--- src/hdl/acd_pkg.sv ---
// acd_pkg: constants shared by the accelerometer serial command decoder
// assumes a 10 MHz system clock; times are converted to cycle counts here
package acd_pkg;
  // command field positions
  localparam int CMD_B15 = 15;
  localparam int CMD_B14 = 14;
  localparam int CMD_ACC = 13;
  localparam int ADDR_HI = 12;
  localparam int ADDR_LO = 8;
  localparam int FRAME_BITS = 16;
  localparam logic [4:0] FRAME_EDGES = 5'h10;
  // register addresses and control bit positions
  localparam logic [4:0] ADDR_DEV_CONTROL = 5'h00;
  localparam logic [4:0] ADDR_DEV_STATUS = 5'h01;
  localparam int CTL_CLEAR_ERR = 7;
  localparam int CTL_HPF = 2;
  localparam int CTL_SELFTEST_HI = 1;
  localparam int CTL_SELFTEST_LO = 0;
  localparam logic [7:0] CTL_READ_MASK = 8'h07;
  localparam logic [7:0] CTL_RESET = 8'h00;
  localparam int STAT_RESET_FLAG = 0;
  localparam int STAT_TRANSIENT_LO = 1;
  localparam int STAT_TRANSIENT_HI = 7;
  localparam logic [7:0] STAT_RESET = 8'h00;
  // response patterns
  localparam logic [15:0] RSP_REQ_ERR = 16'h8000;
  localparam logic [15:0] RSP_SPI_ERR = 16'hc000;
  localparam logic [15:0] RSP_WRITE_BASE = 16'h4000;
  localparam logic [15:0] RSP_READ_BASE = 16'h8000;
  localparam logic [15:0] RSP_TEST_BASE = 16'hc000;
  localparam logic [15:0] RSP_NO_DATA = 16'h0c10;
  localparam logic [15:0] RSP_HW_ERR = 16'h0c20;
  localparam logic [15:0] RSP_OSC_ERR = 16'hffff;
  // timing
  localparam int CLK_HZ = 10_000_000;
  localparam int INIT_PH1_US = 3000;
  localparam int INIT_HPF_US = 200000;
  localparam int INIT_PH1_CYC = INIT_PH1_US * (CLK_HZ / 1_000_000);
  localparam int INIT_HPF_CYC = INIT_HPF_US * (CLK_HZ / 1_000_000);
  localparam int INIT_PH1_SPLIT_DIV = 2;
  localparam int CNT_W = 22;
endpackage : acd_pkg

--- src/hdl/acd_sync.sv ---
// acd_sync: two-flop synchroniser for a vector of asynchronous pins
// assumes pins are quasi-static relative to the 10 MHz system clock
`timescale 1ns/1ps
`default_nettype none
module acd_sync #(
  parameter int W = 3
) (
  input wire logic clk_sys_in, // system clock
  input wire logic rst_in, // sync reset, high
  input wire logic [W-1:0] async_in, // raw pins
  output logic [W-1:0] sync_out // synchronised
);
  logic [W-1:0] meta_r;
  logic [W-1:0] sync_r;
  // two stages, first read only by second
  always_ff @(posedge clk_sys_in) begin
    if (rst_in) begin
      meta_r <= '0;
      sync_r <= '0;
    end else begin
      meta_r <= async_in;
      sync_r <= meta_r;
    end
  end
  assign sync_out = sync_r;
endmodule : acd_sync
`default_nettype wire

--- src/hdl/acd_decoder.sv ---
// acd_decoder: serial slave command decoder with one-deep response queue
// assumes link pins are asynchronous and slow against the 10 MHz clock
`timescale 1ns/1ps
`default_nettype none
module acd_decoder
  import acd_pkg::*;
(
  input wire logic clk_sys_in, // 10 MHz clock
  input wire logic rst_in, // power-on or undervoltage reset
  input wire logic soft_reset_in, // controller reset request
  input wire logic sclk_in, // serial clock pin
  input wire logic cs_n_in, // chip select pin, low active
  input wire logic mosi_in, // serial data in
  input wire logic osc_fault_in, // critical oscillator fault level
  input wire logic [6:0] fault_cond_in, // transient fault conditions
  input wire logic [7:0] accel_word_in, // acceleration data byte, low part
  output logic miso_out, // serial data out
  output logic miso_oe_out, // data out enable
  output logic [7:0] device_control_reg_out, // control register
  output logic [7:0] device_status_reg_out, // status register
  output logic init_busy_out, // initialization in progress
  output logic spi_error_out // last frame had a serial error
);
  typedef enum logic [1:0] {ST_PH1 = 2'b00, ST_PH2 = 2'b01, ST_RUN = 2'b11} acd_init_t;

  logic [2:0] pins_s;
  logic sclk_s, cs_n_s, mosi_s;
  // select enters inverted so cleared sync flops read as deselected
  acd_sync #(.W(3)) acd_sync_i (
    .clk_sys_in(clk_sys_in),
    .rst_in(rst_in),
    .async_in({sclk_in, ~cs_n_in, mosi_in}),
    .sync_out(pins_s)
  );
  assign sclk_s = pins_s[2];
  assign cs_n_s = ~pins_s[1];
  assign mosi_s = pins_s[0];

  // state registers
  acd_init_t init_r, init_nxt;
  logic [CNT_W-1:0] icnt_r, icnt_nxt;
  logic first_acc_r, first_acc_nxt;
  logic sclk_d_r, sclk_d_nxt, cs_d_r, cs_d_nxt;
  logic [15:0] sh_in_r, sh_in_nxt, sh_out_r, sh_out_nxt, rsp_r, rsp_nxt;
  logic [4:0] edges_r, edges_nxt;
  logic bad_r, bad_nxt;
  logic [7:0] ctl_r, ctl_nxt, stat_r, stat_nxt;
  logic miso_r, miso_nxt, oe_r, oe_nxt, serr_r, serr_nxt;
  logic busy_r, busy_nxt;

  logic rise, fall, sel_start, sel_end, any_rst;
  logic [4:0] addr;
  logic [15:0] cmd;
  logic [CNT_W-1:0] init_len;

  // command classification
  function automatic logic [1:0] op_of(input logic [15:0] c);
    op_of = {c[CMD_B15], c[CMD_B14]};
  endfunction : op_of

  assign rise = sclk_s & ~sclk_d_r;
  assign fall = ~sclk_s & sclk_d_r;
  assign sel_start = ~cs_n_s & cs_d_r;
  assign sel_end = cs_n_s & ~cs_d_r;
  assign any_rst = rst_in | soft_reset_in;
  assign init_len = ctl_r[CTL_HPF] ? CNT_W'(INIT_PH1_CYC + INIT_HPF_CYC) : CNT_W'(INIT_PH1_CYC);
  assign cmd = {sh_in_r[14:0], mosi_s};
  // register address of the finished frame
  assign addr = sh_in_r[ADDR_HI:ADDR_LO];

  // next-state logic
  always_comb begin
    init_nxt = init_r;
    icnt_nxt = icnt_r;
    first_acc_nxt = first_acc_r;
    sclk_d_nxt = sclk_s;
    cs_d_nxt = cs_n_s;
    sh_in_nxt = sh_in_r;
    sh_out_nxt = sh_out_r;
    rsp_nxt = rsp_r;
    edges_nxt = edges_r;
    bad_nxt = bad_r;
    ctl_nxt = ctl_r;
    stat_nxt = stat_r;
    miso_nxt = miso_r;
    oe_nxt = oe_r;
    serr_nxt = serr_r;
    ctl_nxt[CTL_CLEAR_ERR] = 1'b0;
    unique case (init_r)
      ST_PH1: begin
        icnt_nxt = icnt_r + 1'b1;
        if (icnt_r >= CNT_W'(INIT_PH1_CYC / INIT_PH1_SPLIT_DIV))
          init_nxt = ST_PH2;
      end
      ST_PH2: begin
        icnt_nxt = icnt_r + 1'b1;
        if (icnt_r >= init_len)
          init_nxt = ST_RUN;
      end
      ST_RUN: icnt_nxt = icnt_r;
      default: init_nxt = ST_PH1;
    endcase
    busy_nxt = (init_nxt != ST_RUN);
    // persisting conditions set again every cycle
    stat_nxt[STAT_TRANSIENT_HI:STAT_TRANSIENT_LO] = stat_r[STAT_TRANSIENT_HI:STAT_TRANSIENT_LO] | fault_cond_in;
    // phase one ignores the link entirely
    if (init_r == ST_PH1) begin
      oe_nxt = 1'b0;
    end else begin
      // clock must be low at select edges
      if (sel_start) begin
        edges_nxt = 5'h00;
        bad_nxt = sclk_s;
        oe_nxt = 1'b1;
        sh_out_nxt = rsp_r;
        miso_nxt = rsp_r[FRAME_BITS-1];
      end
      if (!cs_n_s && !sel_start) begin
        // sample on rise, shift on fall, msb first
        if (rise) begin
          sh_in_nxt = cmd;
          if (edges_r != 5'h1f)
            edges_nxt = edges_r + 5'h01;
        end
        if (fall) begin
          sh_out_nxt = {sh_out_r[14:0], 1'b0};
          miso_nxt = sh_out_r[14];
        end
      end
      if (sel_end) begin
        oe_nxt = 1'b0;
        serr_nxt = bad_r | sclk_s | (edges_r != FRAME_EDGES);
        // build answer for the next frame
        if (serr_nxt) begin
          rsp_nxt = RSP_SPI_ERR;
        end else if (osc_fault_in) begin
          rsp_nxt = RSP_OSC_ERR;
        end else if (sh_in_r[CMD_ACC]) begin
          if (init_r != ST_RUN || first_acc_r) begin
            rsp_nxt = RSP_NO_DATA;
            if (init_r == ST_RUN)
              first_acc_nxt = 1'b0;
          end else if (|stat_r[STAT_TRANSIENT_HI:STAT_TRANSIENT_LO]) begin
            rsp_nxt = RSP_HW_ERR;
          end else begin
            rsp_nxt = {8'h04, accel_word_in};
          end
        end else begin
          // non-acceleration: only request error possible here
          unique case (op_of(sh_in_r))
            2'b01: begin
              if (addr == ADDR_DEV_CONTROL) begin
                ctl_nxt = sh_in_r[7:0];
                // clear reset flag only after init
                if (sh_in_r[CTL_CLEAR_ERR]) begin
                  stat_nxt[STAT_TRANSIENT_HI:STAT_TRANSIENT_LO] = fault_cond_in;
                  if (init_r == ST_RUN)
                    stat_nxt[STAT_RESET_FLAG] = 1'b0;
                end
                // readable control bits in low byte
                rsp_nxt = RSP_WRITE_BASE | {8'h00, sh_in_r[7:0] & CTL_READ_MASK};
              end else begin
                rsp_nxt = RSP_REQ_ERR;
              end
            end
            2'b10: begin
              if (addr == ADDR_DEV_CONTROL)
                rsp_nxt = RSP_READ_BASE | {8'h00, ctl_r & CTL_READ_MASK};
              else if (addr == ADDR_DEV_STATUS)
                rsp_nxt = RSP_READ_BASE | {8'h00, stat_r};
              else
                rsp_nxt = RSP_READ_BASE;
            end
            2'b11: rsp_nxt = RSP_TEST_BASE | {8'h00, stat_r};
            2'b00: rsp_nxt = RSP_REQ_ERR;
          endcase
        end
      end
    end
  end

  // state registers; either reset source restarts init
  always_ff @(posedge clk_sys_in) begin
    if (any_rst) begin
      init_r <= ST_PH1;
      icnt_r <= '0;
      first_acc_r <= 1'b1;
      sclk_d_r <= 1'b0;
      cs_d_r <= 1'b1;
      sh_in_r <= 16'h0000;
      sh_out_r <= 16'h0000;
      // first frame after reset answers request error
      rsp_r <= RSP_REQ_ERR;
      edges_r <= 5'h00;
      bad_r <= 1'b0;
      ctl_r <= CTL_RESET;
      stat_r <= STAT_RESET | (8'h01 << STAT_RESET_FLAG);
      miso_r <= 1'b0;
      oe_r <= 1'b0;
      serr_r <= 1'b0;
      busy_r <= 1'b1;
    end else begin
      init_r <= init_nxt;
      icnt_r <= icnt_nxt;
      first_acc_r <= first_acc_nxt;
      sclk_d_r <= sclk_d_nxt;
      cs_d_r <= cs_d_nxt;
      sh_in_r <= sh_in_nxt;
      sh_out_r <= sh_out_nxt;
      rsp_r <= rsp_nxt;
      edges_r <= edges_nxt;
      bad_r <= bad_nxt;
      ctl_r <= ctl_nxt;
      stat_r <= stat_nxt;
      miso_r <= miso_nxt;
      oe_r <= oe_nxt;
      serr_r <= serr_nxt;
      busy_r <= busy_nxt;
    end
  end

  // outputs straight from flops
  assign miso_out = miso_r;
  assign miso_oe_out = oe_r;
  assign device_control_reg_out = ctl_r;
  assign device_status_reg_out = stat_r;
  assign init_busy_out = busy_r;
  assign spi_error_out = serr_r;

  chk_ph1_silent: assert property (@(posedge clk_sys_in) disable iff (any_rst)
    (init_r == ST_PH1) |=> !oe_r) else $error("output driven in init phase one");
  chk_edge_count: assert property (@(posedge clk_sys_in) disable iff (any_rst)
    (sel_end && init_r != ST_PH1 && !bad_r && !sclk_s && edges_r != FRAME_EDGES) |=> serr_r)
    else $error("wrong edge count not flagged");
  chk_spi_frame: assert property (@(posedge clk_sys_in) disable iff (any_rst)
    (sel_end && init_r != ST_PH1 && bad_r) |=> (rsp_r == RSP_SPI_ERR)) else $error("serial error frame wrong");
  chk_noop_err: assert property (@(posedge clk_sys_in) disable iff (any_rst)
    (sel_end && init_r != ST_PH1 && !osc_fault_in && !bad_r && !sclk_s && edges_r == FRAME_EDGES
     && sh_in_r[15:13] == 3'b000) |=> (rsp_r == RSP_REQ_ERR)) else $error("noop not request error");
  // acceleration during init gives no data
  chk_init_nodata: assert property (@(posedge clk_sys_in) disable iff (any_rst)
    (sel_end && init_r == ST_PH2 && !osc_fault_in && !bad_r && !sclk_s && edges_r == FRAME_EDGES
     && sh_in_r[CMD_ACC]) |=> (rsp_r == RSP_NO_DATA)) else $error("init acceleration not no data");
  chk_rstflag_hold: assert property (@(posedge clk_sys_in) disable iff (any_rst)
    (init_r != ST_RUN && stat_r[STAT_RESET_FLAG]) |=> stat_r[STAT_RESET_FLAG])
    else $error("reset flag cleared during init");
  chk_fault_sticky: assert property (@(posedge clk_sys_in) disable iff (any_rst)
    fault_cond_in[0] |=> stat_r[STAT_TRANSIENT_LO]) else $error("persisting fault not set");
  chk_cs_sclk: assert property (@(posedge clk_sys_in) disable iff (any_rst)
    (sel_start && sclk_s && init_r != ST_PH1) |=> bad_r) else $error("clock high at select not caught");
  chk_osc_wins: assert property (@(posedge clk_sys_in) disable iff (any_rst)
    (sel_end && init_r != ST_PH1 && osc_fault_in && !bad_r && !sclk_s && edges_r == FRAME_EDGES)
    |=> (rsp_r == RSP_OSC_ERR)) else $error("oscillator fault not reported");
  // first acceleration after init gives no data
  chk_first_nodata: assert property (@(posedge clk_sys_in) disable iff (any_rst)
    (sel_end && init_r == ST_RUN && first_acc_r && !osc_fault_in && !bad_r && !sclk_s
     && edges_r == FRAME_EDGES && sh_in_r[CMD_ACC]) |=> (rsp_r == RSP_NO_DATA && !first_acc_r))
    else $error("first acceleration after init not no data");
endmodule : acd_decoder
`default_nettype wire

--- config.mk ---
export PLATFORM = sky130hd
export DESIGN_NAME = acd_decoder
export DESIGN_NICKNAME = d
export VERILOG_FILES = /design/src/hdl/acd_pkg.sv /design/src/hdl/acd_sync.sv /design/src/hdl/acd_decoder.sv
export SDC_FILE = /design/constraint.sdc
export NUM_CORES = 1
export LEC_CHECK = 0
export ABC_AREA = 1
export BUFFER_PORTS_ARGS = -buffer_cell sky130_fd_sc_hd__buf_2
export CORE_MARGIN = 4
export CORE_UTILIZATION = 30
export DETAILED_ROUTE_END_ITERATION = 8
export PLACE_DENSITY = 0.54
export SLEW_MARGIN = 20
export SYNTH_ARGS = -nofsm -noshare
export SYNTH_HDL_FRONTEND = slang
export SYNTH_SLANG_ARGS = --single-unit
--- constraint.sdc ---
create_clock -name clk_sys_in -period 2.2 [get_ports clk_sys_in]
set_input_delay 0.11 -clock clk_sys_in [delete_from_list [all_inputs] [get_ports clk_sys_in]]
set_output_delay 0.11 -clock clk_sys_in [all_outputs]
set_load 0.1 [all_outputs]
==> reports/results.ini <==
[critical_path]
cp_max_fo=5
required_ps=2450
startpoint=icnt_r[0]
critPathCaptureType=register
cp-start-kind=register
critical_path_class=register to register
rr_startpoint=icnt_r[0]
cp.arrival_ps=1950

[timing]
tns_ps=0
rsz0062_at_grt=false
post-route-min-period_ps=1700
worst_hold_slack_ps=10.4
finClkSkew_ps=12.4
min_period_over_period=0.771
worst_pin_slew_ps=569
slew_headroom=0.620
fmax_mhz=590
finalHoldViolations=0
slew_viol_final=0
setup_viol=0

[synth]
synth_seq_cells=103
synthXorXnorAreaFrac=0
syn_area_um2=5040
seq_area_frac_synth=0.409
yosys.cell_types.count=36
synth_compound_area_frac=0.174
synthMuxAreaShare=0
syn_inst=710
synth_fa_ha_area_frac=0.0323
synth_warnings=0
synthSimpleGateAreaFrac=0.300
syn_nets=745
synth_top_family_by_area=simple AND/OR/NAND/NOR gates
avgSynthCellArea_um2=7.10

[finish]
nFillCells=1799
layout-drive-gt1-share=0.135
area_growth_pct=17.0
nets=794
diodes=0
ff_latch_area_um2=2060
multi_input_area_um2=2550
final_core_util=0.357

[grt]
use_met1=0.195
grt_pass1_vias=4010
grt_pass1_wl_um=20300
antenna_found_initial=0
grt.total_usage=0.134
grtUsageMet2=0.195
grt_start_max_net_pins=50
grt_use_met3=0.0296
top_usage_layer=met2
grt-ovfl-total=0

[placement]
gp_congestion=0.810
dpl.hpwl_um=8870
numPortBuffers=41

[die]
dieArea_um2=18900
initial_utilization=0.305
die_h_um=138
ios=42
rows=47
dieWidth_um=138
core_area_um2=16500

[power]
power_density_nw_per_um2=636
peakVddDrop_v=0.000438
power_leakage_nw=2.37

[outcome]
status=finished clean

[route]
wl_per_cell_um=12.4
drt_iter0_drc=267
vias=4578
drc=0
vias_per_cell=4.65
dr.pass1.iters=4
ant_nets=0
drt_wl_total_um=12200

[cts]
cts_resized=0
clock_path_buffers=2
cts_root_buf=clkbuf_16
htree_levels=3
postCtsSetupRepairBufs=0
clk_latency_ps=360
cts.sinks=103
clk_pin_slew_ps=80
cts_buffers=9
cts_tree=built

[job]
cap_violations=0

[worst_hold_path]
min-delay-path-class=input port to register
min-delay-start=rst_in

path summary, 6_finish.rpt:
path,slack [ps],cells after the start,to
worst min register to register,410,2,acd_sync_i.sync_out[2]
worst max-delay path,500,8,icnt_r[12]
worst min-delay path,10,2,acd_sync_i.meta_r[1]
worst max register to register,500,8,icnt_r[12]
per-stage QoR:
step / area [µm²] / instances / setup WS [ps] / total power (W)
2_1_floorplan: 5040 / 710 / 288 / 0.00206
3_3_place_gp: 5480 / 958 / 550 / 0.00212
3_5_place_dp: 5480 / 958 / 507 / 0.00211
4_1_cts: 5900 / 984 / 504 / 0.00380
5_1_grt: 5900 / 984 / 288 / 0.00389
6_report: 5900 / 984 / 505 / 0.00375
cells in the final DEF, fill, tap and decap left out, types with 3 or more instances in the layout:
cell | netlist | final
ha_1 | 13 | 13
nor2_4 | 8 | 8
o21ai_0 | 63 | 63
a21oi_1 | 54 | 54
nand3_1 | 49 | 49
o211ai_1 | 12 | 12
nor3_1 | 5 | 5
clkbuf_16 | 0 | 9
a31oi_1 | 5 | 5
nor2_2 | 5 | 5
a21oi_2 | 7 | 7
buf_2 | 9 | 41
nor3_4 | 3 | 3
nand4_1 | 12 | 12
inv_2 | 4 | 4
dfxtp_1 | 103 | 102
nor2_1 | 96 | 96
dlygate4sd3_1 | 0 | 10
inv_1 | 86 | 86
nand2_1 | 136 | 136
nand2_2 | 3 | 3
o22ai_1 | 11 | 11
buf_4 | 1 | 7
power by group:
| part | switching [W] | internal (W) | total [W] |
|---|---|---|---|
| Combinational | 0.000134 | 0.0000587 | 0.000193 |
| Sequential | 0.0000136 | 0.00188 | 0.00189 |
| Clock | 0.000839 | 0.000828 | 0.00167 |
| Total | 0.000986 | 0.00276 | 0.00375 |
layout make-up:
type                       count  area share
clock buffer                   9      0.0382
multi-input combinational    497       0.432
tap                          220      0.0467
inverter                      90      0.0573
sequential                   103       0.350
timing repair buffer          58      0.0607
clock inverter                 7      0.0151
what timing repair did:
action | CTS | global route
endpoints found under the hold margin | 10 | 0
endpoints found under the setup margin | 0 | 0
hold buffers | 10 | 0
logic make-up after synthesis:
group,count (synthesis)
AND/OR/NAND/NOR,327
AO/OA/AOI/OAI,157
buffers and inverters,110
flip-flops,103
adder cells (fa/ha/maj),13
state kept, by name (all words and copies together) (netlist names), 3 cells and up:
register	flops
icnt_r	22
device_control_reg_out	8
acd_sync_i.meta_r	3
device_status_reg_out	8
acd_sync_i.sync_out	3
sh_in_r	16
edges_r	5
rsp_r	13
sh_out_r	15
routing by layer:
metal,part of all wire,vias to the layer above
li1,-,2450
met1,0.53,2073
met2,0.43,43
met3,0.025,12
met4,0.014,0
met5,0,-
cells in the mapped netlist (all sizes together):
cell    number  area share
a211oi       1      0.0015
a21oi       61       0.066
a31oi        5      0.0062
buf         11       0.011
clkbuf       9      0.0067
dfxtp      103        0.41
ha          13       0.032
inv         90       0.067
nand2      140        0.11
nand3       51       0.054
nand3b       2      0.0055
nand4       12       0.015
nor2       109       0.096
nor3        10       0.019
nor4         1      0.0012
nor4b        1      0.0017
o211ai      12       0.018
o21a         2      0.0030
o21ai       64       0.064
o21ba        1      0.0020
o22ai       11       0.014
or2          1      0.0012
critical path, cell delays in order, from the launching register on:
cell and delay [ps]:
dfxtp_1 390, ha_1 240, nand2_1 90, nor3_2 210, nand2_1 140, nor2_2 180, nand2_1 110, o21ai_0 170
a21oi_1 60
Note: power is estimated with default switching activity, not from simulation.
